[src/verilog/gpiop_defs.svh]
// Purpose: Offsets, widths, masks and reset values of the port bank
// Assumes: Included by bare name; definitions only
// Notes: Slot order is port 0, 1, 2, 3, 7, 12
`ifndef GPIOP_DEFS_SVH
`define GPIOP_DEFS_SVH

// Register bus widths
`define GPIOP_AW 8
`define GPIOP_DW 8
`define GPIOP_NPORT 6

// Register groups: byte offset = group * 8 + port slot
`define GPIOP_OFS_DATA 8'h00
`define GPIOP_OFS_MODE 8'h08
`define GPIOP_OFS_PULL 8'h10
`define GPIOP_OFS_ASEL 8'h18
`define GPIOP_GRP_DATA 5'h00
`define GPIOP_GRP_MODE 5'h01
`define GPIOP_GRP_PULL 5'h02
`define GPIOP_GRP_ASEL 5'h03

// Slot of the analog-capable port
`define GPIOP_SLOT_ANA 3'h2
// Slot of the key-return port
`define GPIOP_SLOT_KEY 3'h4

// Implemented pins per slot (7, 8, 8, 4, 8, 5 bits)
`define GPIOP_WMASK0 8'h7F
`define GPIOP_WMASK1 8'hFF
`define GPIOP_WMASK2 8'hFF
`define GPIOP_WMASK3 8'h0F
`define GPIOP_WMASK4 8'hFF
`define GPIOP_WMASK5 8'h1F

// Pins that own a pull-up option
`define GPIOP_PUMASK0 8'h7F
`define GPIOP_PUMASK1 8'hFF
`define GPIOP_PUMASK2 8'h00
`define GPIOP_PUMASK3 8'h0F
`define GPIOP_PUMASK4 8'hFF
`define GPIOP_PUMASK5 8'h01

// Reset values
`define GPIOP_RST_DATA 8'h00
`define GPIOP_RST_PULL 8'h00
`define GPIOP_RST_ASEL 8'hFF

`endif

[src/verilog/gpiop_pkg.sv]
// Purpose: Types shared by the port bank modules
// Assumes: Numbers live in gpiop_defs.svh
// Notes: Slot order is port 0, 1, 2, 3, 7, 12
`include "gpiop_defs.svh"
package gpiop_pkg;
    typedef logic [`GPIOP_DW-1:0] gpiop_byte_t;
    typedef logic [`GPIOP_NPORT-1:0][`GPIOP_DW-1:0] gpiop_bank_t;

    // Control state of the bank
    typedef struct packed {
        gpiop_bank_t latch;
        gpiop_bank_t mode;
        gpiop_bank_t pull;
        gpiop_byte_t asel;
        gpiop_byte_t rdata;
    } gpiop_ctrl_t;

    // State of one pad slice
    typedef struct packed {
        gpiop_byte_t sync1;
        gpiop_byte_t sync2;
        gpiop_byte_t pin;
        gpiop_byte_t oe;
        gpiop_byte_t pu;
    } gpiop_pad_t;
endpackage : gpiop_pkg

[src/verilog/gpiop_port_if.sv]
// Purpose: Link between bank control and one pad slice
// Assumes: Single clock domain
// Notes: Drive fields are combinational, the slice registers them
interface gpiop_port_if;
    logic [7:0] drv_val;
    logic [7:0] drv_en;
    logic [7:0] pu_en;
    logic [7:0] pin_sync;
    modport ctrl (output drv_val, output drv_en, output pu_en, input pin_sync);
    modport pad (input drv_val, input drv_en, input pu_en, output pin_sync);
endinterface : gpiop_port_if

[src/verilog/gpiop_pad.sv]
// Purpose: One port slice: input synchroniser and registered pad drive
// Assumes: Pin levels are asynchronous to clk_i
// Notes: Unimplemented bits are held at zero by the mask
module gpiop_pad #(
    parameter logic [7:0] WMASK = 8'hFF
) (
    // Clock and reset
    input wire logic clk_i,
    input wire logic reset_n_i,
    input wire logic ce_i,
    // Control side
    gpiop_port_if.pad pif,
    // Pin side
    input wire logic [7:0] pin_i,
    output logic [7:0] pin_o,
    output logic [7:0] pin_oe_o,
    output logic [7:0] pull_up_o
);
    gpiop_pkg::gpiop_pad_t s_r;
    gpiop_pkg::gpiop_pad_t s_nxt;

    ////////////////////////////////////////////////////////////////////////
    // Next state: sync chain and masked drive
    always_comb begin
        s_nxt = s_r;
        s_nxt.sync1 = pin_i & WMASK;
        s_nxt.sync2 = s_r.sync1; // First stage feeds nothing else
        s_nxt.pin = pif.drv_val & WMASK;
        s_nxt.oe = pif.drv_en & WMASK;
        s_nxt.pu = pif.pu_en & WMASK;
    end

    // State register; reset leaves every driver off
    always_ff @(posedge clk_i or negedge reset_n_i) begin
        if (!reset_n_i) begin
            s_r <= '0;
        end else if (ce_i) begin
            s_r <= s_nxt;
        end
    end

    ////////////////////////////////////////////////////////////////////////
    // Outputs straight from flops
    assign pif.pin_sync = s_r.sync2;
    assign pin_o = s_r.pin;
    assign pin_oe_o = s_r.oe;
    assign pull_up_o = s_r.pu;
endmodule : gpiop_pad

[src/verilog/gpiop_bank.sv]
// Purpose: Bank of six general-purpose ports with direction, pull-up and analog select
// Assumes: Register master on clk_i; pins asynchronous and synchronised here
// Notes: Slots 0..5 are ports 0, 1, 2, 3, 7 and 12; read data one cycle after strobe
//
// Design decisions made here: strobed register access and the register addresses.
`include "gpiop_defs.svh"

// Notes on behaviour
// - Each pin has its own direction bit, input or output independently.
// - Analog-capable port: eight pins, per-bit direction, no pull-up option.
// - Interrupt-capable port: four pins, per-bit direction, selectable pull-ups.
// - Key-return port: eight pins with pull-ups, also feeding key-return inputs.
// - Software enables or disables each available pull-up through a register.
// - Oscillator port: five pins, pull-up only on its lowest pin.
// - Every pin can be handed to a peripheral alternate function.
// - Reset puts every pin in input mode with drivers off.
// - Reset selects analog input on all eight analog-capable pins.
module gpiop_bank (
    // Clock, reset, enable
    input wire logic clk_i,
    input wire logic reset_n_i,
    input wire logic ce_i,
    // Register port
    input wire logic [`GPIOP_AW-1:0] addr_i,
    input wire logic [`GPIOP_DW-1:0] wdata_i,
    input wire logic wr_i,
    input wire logic rd_i,
    output logic [`GPIOP_DW-1:0] rdata_o,
    // Peripheral alternate functions
    input wire logic [5:0][7:0] alt_sel_i,
    input wire logic [5:0][7:0] alt_out_i,
    input wire logic [5:0][7:0] alt_oe_i,
    output logic [5:0][7:0] alt_in_o,
    output logic [7:0] key_return_inputs_o,
    output logic [7:0] analog_inputs_o,
    // Pins
    input wire logic [5:0][7:0] pin_i,
    output logic [5:0][7:0] pin_o,
    output logic [5:0][7:0] pin_oe_o,
    output logic [5:0][7:0] pull_up_o
);
    ////////////////////////////////////////////////////////////////////////
    // Per-slot constants
    localparam gpiop_pkg::gpiop_bank_t WMASK = {`GPIOP_WMASK5, `GPIOP_WMASK4,
        `GPIOP_WMASK3, `GPIOP_WMASK2, `GPIOP_WMASK1, `GPIOP_WMASK0};
    localparam gpiop_pkg::gpiop_bank_t PUMASK = {`GPIOP_PUMASK5, `GPIOP_PUMASK4,
        `GPIOP_PUMASK3, `GPIOP_PUMASK2, `GPIOP_PUMASK1, `GPIOP_PUMASK0};

    // Register map in short
    //   Group 0: output latch per slot, write always lands, read mixes pin and latch
    //   Group 1: direction per slot, one means input, reset value is the width mask
    //   Group 2: pull-up request per slot, bits without a resistor read zero
    //   Group 3: analog select, only at slot 0 of the group, one bit per analog pin
    //   Groups 4 and up, and slots 6 and 7 of any group, read zero and drop writes
    // Timing in short
    //   Write at edge n updates the register at edge n
    //   Pad drive, enable and pull-up follow at edge n plus one
    //   Read strobe at edge n gives data during the cycle after edge n only
    //   Pin changes reach the read mux after two synchroniser flops
    // Limitations
    //   Analog select wins over any driver, including a peripheral's
    //   Pull-up is dropped whenever the pin is driven, so a driven pin never fights it
    //   Unimplemented pins are masked in the pad, never driven and read as zero

    gpiop_pkg::gpiop_ctrl_t s_r;
    gpiop_pkg::gpiop_ctrl_t s_nxt;
    gpiop_pkg::gpiop_bank_t pin_sync;
    gpiop_pkg::gpiop_bank_t ana;
    gpiop_pkg::gpiop_bank_t rd_val;

    gpiop_port_if pif [`GPIOP_NPORT] ();

    // Address split: group of registers and port slot
    logic [4:0] grp;
    logic [2:0] slot;
    logic slot_ok;
    assign grp = addr_i[7:3];
    assign slot = addr_i[2:0];
    assign slot_ok = (slot < 3'(`GPIOP_NPORT));

    ////////////////////////////////////////////////////////////////////////
    // Per-slot drive, pull-up and read-back, one slice per port
    // Drive terms are combinational here and registered in the pad, so every
    // pin output leaves the bank straight from a flop. The read mux uses the
    // synchronised pin, never the raw pin, to keep metastability out of rdata.
    genvar g;
    generate
        for (g = 0; g < `GPIOP_NPORT; g++) begin : g_port
            // Analog select only exists on the analog-capable slot
            assign ana[g] = (3'(g) == `GPIOP_SLOT_ANA) ? s_r.asel : 8'h00;
            // Peripheral takes the pin when selected, else latch and mode bit
            assign pif[g].drv_val = (alt_sel_i[g] & alt_out_i[g]) |
                (~alt_sel_i[g] & s_r.latch[g]);
            // Analog selection masks any driver, so the prohibited mix stays safe
            assign pif[g].drv_en = ((alt_sel_i[g] & alt_oe_i[g]) |
                (~alt_sel_i[g] & ~s_r.mode[g])) & ~ana[g];
            // Pull-up only while the pin is not driven and the option exists
            assign pif[g].pu_en = s_r.pull[g] & PUMASK[g] & ~pif[g].drv_en;
            assign pin_sync[g] = pif[g].pin_sync;
            // Inputs read the pin, outputs read the latch; analog pins in input mode read zero
            assign rd_val[g] = ((s_r.mode[g] & pin_sync[g] & ~ana[g]) |
                (~s_r.mode[g] & s_r.latch[g])) & WMASK[g];
            gpiop_pad #(
                .WMASK(WMASK[g])
            ) u_pad (
                .clk_i(clk_i),
                .reset_n_i(reset_n_i),
                .ce_i(ce_i),
                .pif(pif[g]),
                .pin_i(pin_i[g]),
                .pin_o(pin_o[g]),
                .pin_oe_o(pin_oe_o[g]),
                .pull_up_o(pull_up_o[g])
            );
        end
    endgenerate

    ////////////////////////////////////////////////////////////////////////
    // Register writes and read decode
    always_comb begin
        s_nxt = s_r;
        s_nxt.rdata = 8'h00;
        if (wr_i) begin
            case (grp)
                `GPIOP_GRP_DATA: begin
                    if (slot_ok) begin
                        // Latch always updates, even in input mode
                        s_nxt.latch[slot] = wdata_i & WMASK[slot];
                    end
                end
                `GPIOP_GRP_MODE: begin
                    if (slot_ok) begin
                        s_nxt.mode[slot] = wdata_i & WMASK[slot];
                    end
                end
                `GPIOP_GRP_PULL: begin
                    if (slot_ok) begin
                        // Bits without a resistor stay zero
                        s_nxt.pull[slot] = wdata_i & PUMASK[slot];
                    end
                end
                `GPIOP_GRP_ASEL: begin
                    // One select register only; other slots of the group are holes
                    if (slot == 3'h0) begin
                        s_nxt.asel = wdata_i;
                    end
                end
                default: begin
                end
            endcase
        end
        if (rd_i) begin
            case (grp)
                `GPIOP_GRP_DATA: begin
                    // Mixed read-back: pin for inputs, latch for outputs
                    if (slot_ok) begin
                        s_nxt.rdata = rd_val[slot];
                    end
                end
                `GPIOP_GRP_MODE: begin
                    // Direction reads back as stored, already masked
                    if (slot_ok) begin
                        s_nxt.rdata = s_r.mode[slot];
                    end
                end
                `GPIOP_GRP_PULL: begin
                    // Pull request as stored, not the pad's effective pull-up
                    if (slot_ok) begin
                        s_nxt.rdata = s_r.pull[slot];
                    end
                end
                `GPIOP_GRP_ASEL: begin
                    // Analog select read-back
                    if (slot == 3'h0) begin
                        s_nxt.rdata = s_r.asel;
                    end
                end
                default: begin
                end
            endcase
        end
    end

    ////////////////////////////////////////////////////////////////////////
    // State register; all pins input, analog pins analog after reset
    // Reset values are constants only; the clock enable freezes every field,
    // read data included, so a read strobe under a low enable is simply lost.
    always_ff @(posedge clk_i or negedge reset_n_i) begin
        if (!reset_n_i) begin
            s_r.latch <= {`GPIOP_NPORT{`GPIOP_RST_DATA}};
            s_r.mode <= WMASK;
            s_r.pull <= {`GPIOP_NPORT{`GPIOP_RST_PULL}};
            s_r.asel <= `GPIOP_RST_ASEL;
            s_r.rdata <= 8'h00;
        end else if (ce_i) begin
            s_r <= s_nxt;
        end
    end

    ////////////////////////////////////////////////////////////////////////
    // Outputs, all from flops
    assign rdata_o = s_r.rdata;
    // Peripherals see the synchronised pins whatever the direction, so a
    // peripheral can watch its own output as driven back from the pad
    assign alt_in_o = pin_sync;
    // Key-return inputs see the synchronised port 7 pins
    assign key_return_inputs_o = pin_sync[`GPIOP_SLOT_KEY];
    assign analog_inputs_o = s_r.asel;
endmodule : gpiop_bank

[config.mk]
export PLATFORM = sky130hd
export DESIGN_NAME = gpiop_bank
export DESIGN_NICKNAME = d
export VERILOG_FILES = /design/src/verilog/gpiop_pkg.sv /design/src/verilog/gpiop_port_if.sv /design/src/verilog/gpiop_pad.sv /design/src/verilog/gpiop_bank.sv
export VERILOG_INCLUDE_DIRS = /design/src /design/src/verilog
export SDC_FILE = /design/constraint.sdc
export NUM_CORES = 1
export LEC_CHECK = 0
export ABC_AREA = 1
export BUFFER_PORTS_ARGS = -buffer_cell sky130_fd_sc_hd__buf_2
export CORE_MARGIN = 2
export CORE_UTILIZATION = 35
export CTS_BUF_LIST = sky130_fd_sc_hd__clkbuf_4
export CTS_CLUSTER_SIZE = 12
export DETAILED_ROUTE_END_ITERATION = 8
export GPL_ROUTABILITY_DRIVEN = 1
export MAX_ROUTING_LAYER = met4
export PLACE_DENSITY = 0.55
export SLEW_MARGIN = 40
export SYNTH_ARGS = -nofsm -noshare
export SYNTH_HDL_FRONTEND = slang
export SYNTH_SLANG_ARGS = --single-unit
export TNS_END_PERCENT = 50
[constraint.sdc]
create_clock -name clk_i -period 2.2 [get_ports clk_i]
set_clock_uncertainty 0.1 [all_clocks]
set_input_delay 0.33 -clock clk_i [delete_from_list [all_inputs] [get_ports clk_i]]
set_output_delay 0.33 -clock clk_i [all_outputs]
set_load 0.02 [all_outputs]
==> impl_metrics.tcl, run 1 <==
set metrics [dict create \
    cp.depth 7 \
    avgSynthCellArea_um2 8.23 \
    yosys.cell_types.count 36 \
    pin_count 429 \
    routed_wl_um 62700 \
    number_of_global_route_vias_before_repair 15800 \
    critical-path-max-stage-delay_ns 0.61 \
    clk_pin_slew_ns 0.06 \
    crit_path_max_fanout 50 \
    cts_buffer_depth 3 \
    buffer_ports.inserted 352 \
    clk_latency_ns 0.84 \
    rd_place_congestion 0.970 \
    largest_voltage_drop_on_the_vdd_net_uv 372 \
    timing.setup.critical_path_class "primary input to register" \
    post-cts-setup-buffers 0 \
    crit_buf_inv 5 \
    antenna_violating_nets_post_route 0 \
    timing.final.crit_share_pct 96.5 \
    total_clock_buffers_created_by_cts 95 \
    min_path_cells 5 \
    routedWlPerCell_um 18.9 \
    drv.max_cap_violation_count 0 \
    drt_pass1_iterations 5 \
    run_status "finished clean" \
    critical_path_source_type "primary input" \
    finalSetupViolCount 0 \
    yosys.area.top_type "dfrtp_1" \
    via_count 16000 \
    yosysTopAreaCellShare_pct 45.0 \
    synth.cell_area_mm2 0.0162 \
    timing.final.ws_setup_ns 0.0768 \
    max_slew.worst_pin.slew_ns 0.753 \
    min-delay-path-class "primary input to register" \
    ys_seq_area_share_pct 52.8 \
    worst_case_headroom_to_the_max_slew_limit_pct 49.8 \
    final_layout_size_suffix_gt1_share_pct 25.2 \
    groute.usage.overall_pct 26.9 \
    start_util_pct 35.6 \
    ctsHtreeMaxLevel 3 \
    pin_count_of_the_biggest_net_entering_global_routing 122 \
    endpoint_kind "register" \
    path_delay_family "buffers and inverters" \
    post_synth_main_area_contributors "dfrtp_1 (45%), nand2_1 (14%), dfstp_2 (7.8%)" \
    die_w_um 219 \
    design.die.area_mm2 0.0481 \
    design.core.area_mm2 0.0456 \
    finalMaxSlewViolations 0 \
    grt_pass1_wl_um 93400 \
    setup_total_negative_slack_ns 0 \
    power_density_mw_per_mm2 699 \
    nets 2845 \
    fill_cells 4444 \
    ys.warnings.count 0 \
    drc 0 \
    via_per_instance_ratio 4.83 \
    fin_crit_ns 2.12 \
    detailedPlace.worstSlack_ns 0.140 \
    placementRows 78 \
    synth-seq-cells 340 \
    slowest_stage "dlygate4sd3_1" \
    area_overhead_of_the_layout_relative_to_synthesis_pct 37.9 \
    grt_setup_unrepaired "no" \
    cts_tree "done" \
    globalRoute.totalOverflow 0 \
    static-leakage-power_nw 11.5 \
    cp_data_arrival_time_ns 2.76 \
    cell_by_cell_trace_of_the_critical_path "dlygate4sd3_1 > buf_4 > inv_6 > buf_4 > a211oi_1 > dlygate4sd3_1 > a22o_1" \
    cts.root.buffer_cell "clkbuf_4" \
    antenna_found_initial 2 \
    drt_iter0_drc 1140 \
    rr_worst_depth 4 \
    max_freq_mhz 471 \
    worstPathRequired_ns 2.83 \
    numClockSinks 340 \
    post-dp-hpwl_um 45500 \
    post_synth_inst_count 1971 \
    final_hold_viol_count 0 \
    die_y_um 219 \
]
## state kept, by name, indices dropped and copies added, names as in the netlist
register	flops
analog_inputs_o	8
g_port.u_pad.pif.pin_sync	40
g_port.u_pad.pin_o	40
g_port.u_pad.pin_oe_o	40
g_port.u_pad.pull_up_o	28
g_port.u_pad.s_nxt	40
rdata_o	8
s_r	136
## cells by family (layout without fill, tap and decap cells)
| logic type | Yosys count | count (layout) | share of synthesized area, % |
|---|---|---|---|
| and+or+nand+nor | 948 | 948 | 24.0 |
| DFF | 340 | 340 | 52.8 |
| buffers and inverters | 333 | 1029 | 9.99 |
| AOI/OAI and AO/OA | 320 | 320 | 11.3 |
| muxes | 25 | 25 | 1.55 |
| adders and majority gates | 4 | 4 | 0.308 |
| other | 1 | 48 | 0.0231 |
## cell type report
type	count	area, µm²	share of cell area, %
sequential	340	8570	38.3
timing repair buffer	665	4890	21.9
tap	600	751	3.35
antenna	4	10.0	0.0447
clock inverter	30	143	0.637
multi-input combinational	1341	6200	27.7
clock buffer	149	1120	5.00
inverter	185	702	3.14
## power breakdown
group	internal, mW	switching, mW	total (mW)
sequential	6.67	0.313	6.98
clock	3.19	2.81	6.01
combinational	1.04	1.63	2.66
total	10.9	4.75	15.7
## tightest hold or removal path, stage by stage
cell     delay [ns]
buf_2          0.14
nor2_4         0.08
nand2_2        0.15
nor2_4         0.06
mux2_2         0.22
## through the flow
| step | cell area [µm²] | hold slack (ns) | total power [mW] | util (%) | cells |
|---|---|---|---|---|---|
| floorplan | 16400 | -0.0656 | 8.25 | - | 2014 |
| global placement | 18700 | 0.237 | 9.34 | 41.0 | 2891 |
| detailed placement | 18700 | 0.240 | 9.37 | 41.0 | 2891 |
| CTS | 22400 | 0.0157 | 15.8 | 49.1 | 3310 |
| global route | 22400 | 0.0441 | 16.5 | 49.1 | 3313 |
| finish | 22400 | 0.0794 | 15.7 | 49.1 | 3314 |
## placed cells by master, fill, tap and decap left out, types with 11 or more instances in the layout
cell,count
nand4_1,12
buf_2,350
nor2_1,184
clkbuf_4,149
inv_2,11
clkinv_1,23
dfrtp_1,292
a211oi_1,28
dlygate4sd3_1,239
nor2_4,17
nand2_1,621
buf_12,12
nand3_1,97
a22o_1,28
inv_1,175
mux2i_1,24
buf_4,62
o21ai_1,14
conb_1,44
dfstp_2,48
a21oi_1,21
o21ai_0,213
## Yosys cell counts, drive strengths merged
library cell	instances
a22o	28
a21boi	1
o21ai	234
buf	114
dfrtp	292
nand4	12
nand2	629
a21oi	23
nand3	98
clkbuf	34
mux2i	24
a211oi	28
conb	1
nor3	1
o211ai	5
mux2	1
nor2	207
dfstp	48
ha	4
inv	185
o21a	1
or2	1
## worst paths after layout
path | from | end | slack (ns)
max | ce_i | g_port[4].u_pad.pull_up_o[4] | 0.08
min | addr_i[2] | s_r[23] | 0.08
max reg2reg | s_r[145] | g_port[4].u_pad.pin_o[1] | 0.21
min reg2reg | g_port[5].u_pad.s_nxt[25] | g_port[5].u_pad.pif.pin_sync[1] | 0.37
max in group asynchronous | reset_n_i | s_r[83] | 1.47
min in group asynchronous | reset_n_i | analog_inputs_o[3] | 0.14
## routing by layer
metal  up-vias  GRT usage (%)  share of wire, %
li1       7555              -                 -
met1      7718           36.1                46
met2       615           41.4                46
met3       109           4.74               6.4
met4         0           8.24               2.4
met5         -              -                 0
## what timing repair did
action,in CTS,in global routing
hold buffers,240,0
endpoints found under the setup margin,0,4
gates resized for setup,0,1
endpoints found under the hold margin,551,0
Note: power is estimated with default switching activity, not from simulation.
==> inputs of run 2 (changes only) <==
--- a/config.mk
+++ b/config.mk
@@ -6,7 +6,7 @@
 export SDC_FILE = /design/constraint.sdc
 export NUM_CORES = 1
 export LEC_CHECK = 0
-export ABC_AREA = 1
+export ABC_AREA = 0
 export BUFFER_PORTS_ARGS = -buffer_cell sky130_fd_sc_hd__buf_2
 export CORE_MARGIN = 2
 export CORE_UTILIZATION = 35
==> run 2 against run 1 <==
Maximum frequency shrank 2.4%; highest routed layer unchanged; global-route usage shrank 1.7 points; largest cell class unchanged; synthesized cell count shrank 29%; flip-flop and latch count is the same.
==> impl_metrics.tcl, run 2 <==
set metrics [dict create \
    static-leakage-power_nw 10.4 \
    worstPathRequired_ns 2.79 \
    design.die.area_mm2 0.0464 \
    drc 0 \
    registers.top_by_ff_count "s_r" \
    crit_path_max_fanout 5 \
    routed_wl_um 56900 \
    grt_pass1_wl_um 84800 \
    yosys.cell_types.count 55 \
    final_core_utilization_pct 50.0 \
    yosys.area.top_type "dfrtp_1" \
    die_y_um 215 \
    antenna_found_initial 2 \
    die_w_um 215 \
    ctsHtreeMaxLevel 3 \
    synth_edf_count 0 \
    placementRows 77 \
    max_freq_mhz 460 \
    worst_case_headroom_to_the_max_slew_limit_pct 64.8 \
    final_hold_viol_count 0 \
    min_path_cells 5 \
    crit-reg2reg-capture "g_port[3].u_pad.pin_o[1]" \
    numClockSinks 340 \
    timing.setup.critical_path_class "primary input to register" \
    ys.warnings.count 0 \
    largest_voltage_drop_on_the_vdd_net_uv 354 \
    cts.root.buffer_cell "clkbuf_4" \
    yosysTopAreaCellShare_pct 46.7 \
    finalSetupViolCount 0 \
    worstHoldStart "wr_i" \
    timing.final.crit_share_pct 98.8 \
    clockPowerShare_pct 38.0 \
    postLayoutCellArea_mm2 0.0221 \
    ff_latch_area_mm2 0.00857 \
    area_overhead_of_the_layout_relative_to_synthesis_pct 41.2 \
    max_slew.worst_pin.slew_ns 0.522 \
    drt_pass1_iterations 5 \
    number_of_global_route_vias_before_repair 13900 \
    rrSetupSlack_ns 0.16 \
    pin_count_of_the_biggest_net_entering_global_routing 91 \
    internal-power_mw 10.8 \
    min-delay-path-class "primary input to register" \
    globalRoute.totalOverflow 0 \
    commonest_non_fill_non_tap_cell_in_the_layout "buf_2" \
    worstHoldEndpoint "analog_inputs_o[4]" \
    synth.cell_area_mm2 0.0156 \
    post_synth_inst_count 1395 \
    switching_share_pct 28.9 \
    synth-seq-cells 340 \
    drt_iter0_drc 715 \
    cts_buffer_depth 3 \
    finalMaxSlewViolations 0 \
    grt_setup_unrepaired "no" \
    buffer_ports.inserted 352 \
    clk_latency_ns 0.81 \
    power_density_mw_per_mm2 688 \
    most-common-layout-cells "buf_2 (349), dfrtp_1 (292), dlygate4sd3_1 (232)" \
    placement.cell_area_mm2 0.0185 \
    ys_seq_area_share_pct 54.8 \
    critical_path_source_type "primary input" \
    critical_path.reg2reg.startpoint "s_r[137]" \
    synth_cell_count_leaders "dfrtp_1 (292), mux2_2 (173), nor2_1 (132), a21oi_1 (125), o21ai_0 (92)" \
    yosys.cell_count.top_type "dfrtp_1" \
    routedWlPerCell_um 20.6 \
    drv.max_cap_violation_count 0 \
    total_clock_buffers_created_by_cts 95 \
    fin_crit_ns 2.17 \
    antenna_violating_nets_post_route 0 \
    fin_hold_ws_ns 0.168 \
    cts_tree "done" \
    post_synth_main_area_contributors "dfrtp_1 (47%), mux2_2 (12%), dfstp_2 (8.1%)" \
    synthFlopType "dfrtp_1" \
    p_seq_share_pct 45.8 \
    via_count 13600 \
    clk_pin_slew_ns 0.07 \
    rr_worst_depth 4 \
    run_status "finished clean" \
    pin_count 429 \
    multiInputGateArea_mm2 0.00631 \
    cp_data_arrival_time_ns 2.76 \
    rd_place_congestion 0.949 \
    switchingPower_mw 4.40 \
    final_layout_size_suffix_gt1_share_pct 39.1 \
    groute.usage.overall_pct 25.2 \
    pwr-share-comb_pct 16.2 \
    avgSynthCellArea_um2 11.2 \
    max_reg_flops 136 \
    start_util_pct 35.4 \
    nets 2310 \
    fill_cells 4045 \
    endpoint_kind "register" \
    post-dp-hpwl_um 41600 \
    asyncSetResetFlopFracSynth_pct 100 \
    via_per_instance_ratio 4.92 \
    design.core.area_mm2 0.0442 \
]
run 2: cell type report:
class	instances	share of cell area, %
Clock buffer	144	4.89
Sequential cell	340	38.8
Antenna cell	3	0.0340
Clock inverter	23	0.521
Tap cell	592	3.35
Multi-Input combinational cell	921	28.5
Inverter	44	0.747
Timing Repair Buffer	691	23.1
run 2: through the flow:
stage	setup WS (ns)	total power, mW	cells	TNS, ns
after floorplan	0.0808	8.17	1438	0
after global placement	-0.145	9.13	2352	-2.35
after detailed placement	-0.124	9.17	2352	-2.70
after CTS	0.00340	15.4	2755	0
after global routing	0.0310	16.0	2757	0
final	0.0255	15.2	2758	0
run 2: logic make-up after synthesis:
group                    after synthesis  share of synthesized area (%)
flip-flops                           340                           54.8
other                                  1                         0.0240
adder cells (fa/ha/maj)                4                          0.320
AO/OA/AOI/OAI                        284                           10.3
multiplexers                         270                           19.1
AND/OR/NAND/NOR                      319                           9.54
buffers and inverters                177                           5.98
run 2: metal layers:
layer  part of all wire (%)  wire length, µm  global-route usage (%)
met1                     43            24500                    31.6
met2                     49            27900                    40.9
met3                    5.5             3130                    4.95
met4                    2.4             1380                    8.57
met5                      0                0                       -
run 2: critical path: stages:
cell	delay, ns
dlygate4sd3_1	0.56
buf_2	0.17
nor3_1	0.19
dlygate4sd3_1	0.60
buf_4	0.15
nand3_1	0.24
buf_4	0.25
mux2_2	0.26
run 2: power groups by stage:
stage / Clock [mW] / Combinational (mW) / Sequential [mW]
after global placement: 0 / 2.08 / 7.06
after CTS: 6.02 / 2.47 / 6.97
after detailed placement: 0 / 2.10 / 7.07
final: 5.78 / 2.47 / 6.97
after floorplan: 0 / 0.887 / 7.28
after global routing: 6.34 / 2.65 / 7.01
run 2: how the worst max path moves through the flow:
stage                       start                 end  slack [ns]  depth (start not counted)
5_1_grt        analog_inputs_o[2]  analog_inputs_o[2]        0.03                          1
4_1_cts        analog_inputs_o[2]  analog_inputs_o[2]       0.003                          1
6_report                addr_i[3]            s_r[115]        0.03                          8
2_1_floorplan           addr_i[7]             s_r[71]        0.08                          6
3_3_place_gp            addr_i[7]            s_r[115]       -0.14                          7
3_5_place_dp            addr_i[7]            s_r[112]       -0.12                          7
run 2: timing repair:
item / 4_1_cts / 5_1_grt
setup endpoints to repair: 0 / 3
gates resized for setup: 0 / 2
hold buffers: 236 / 0
hold endpoints to repair: 564 / 0
setup buffers: 0 / 1
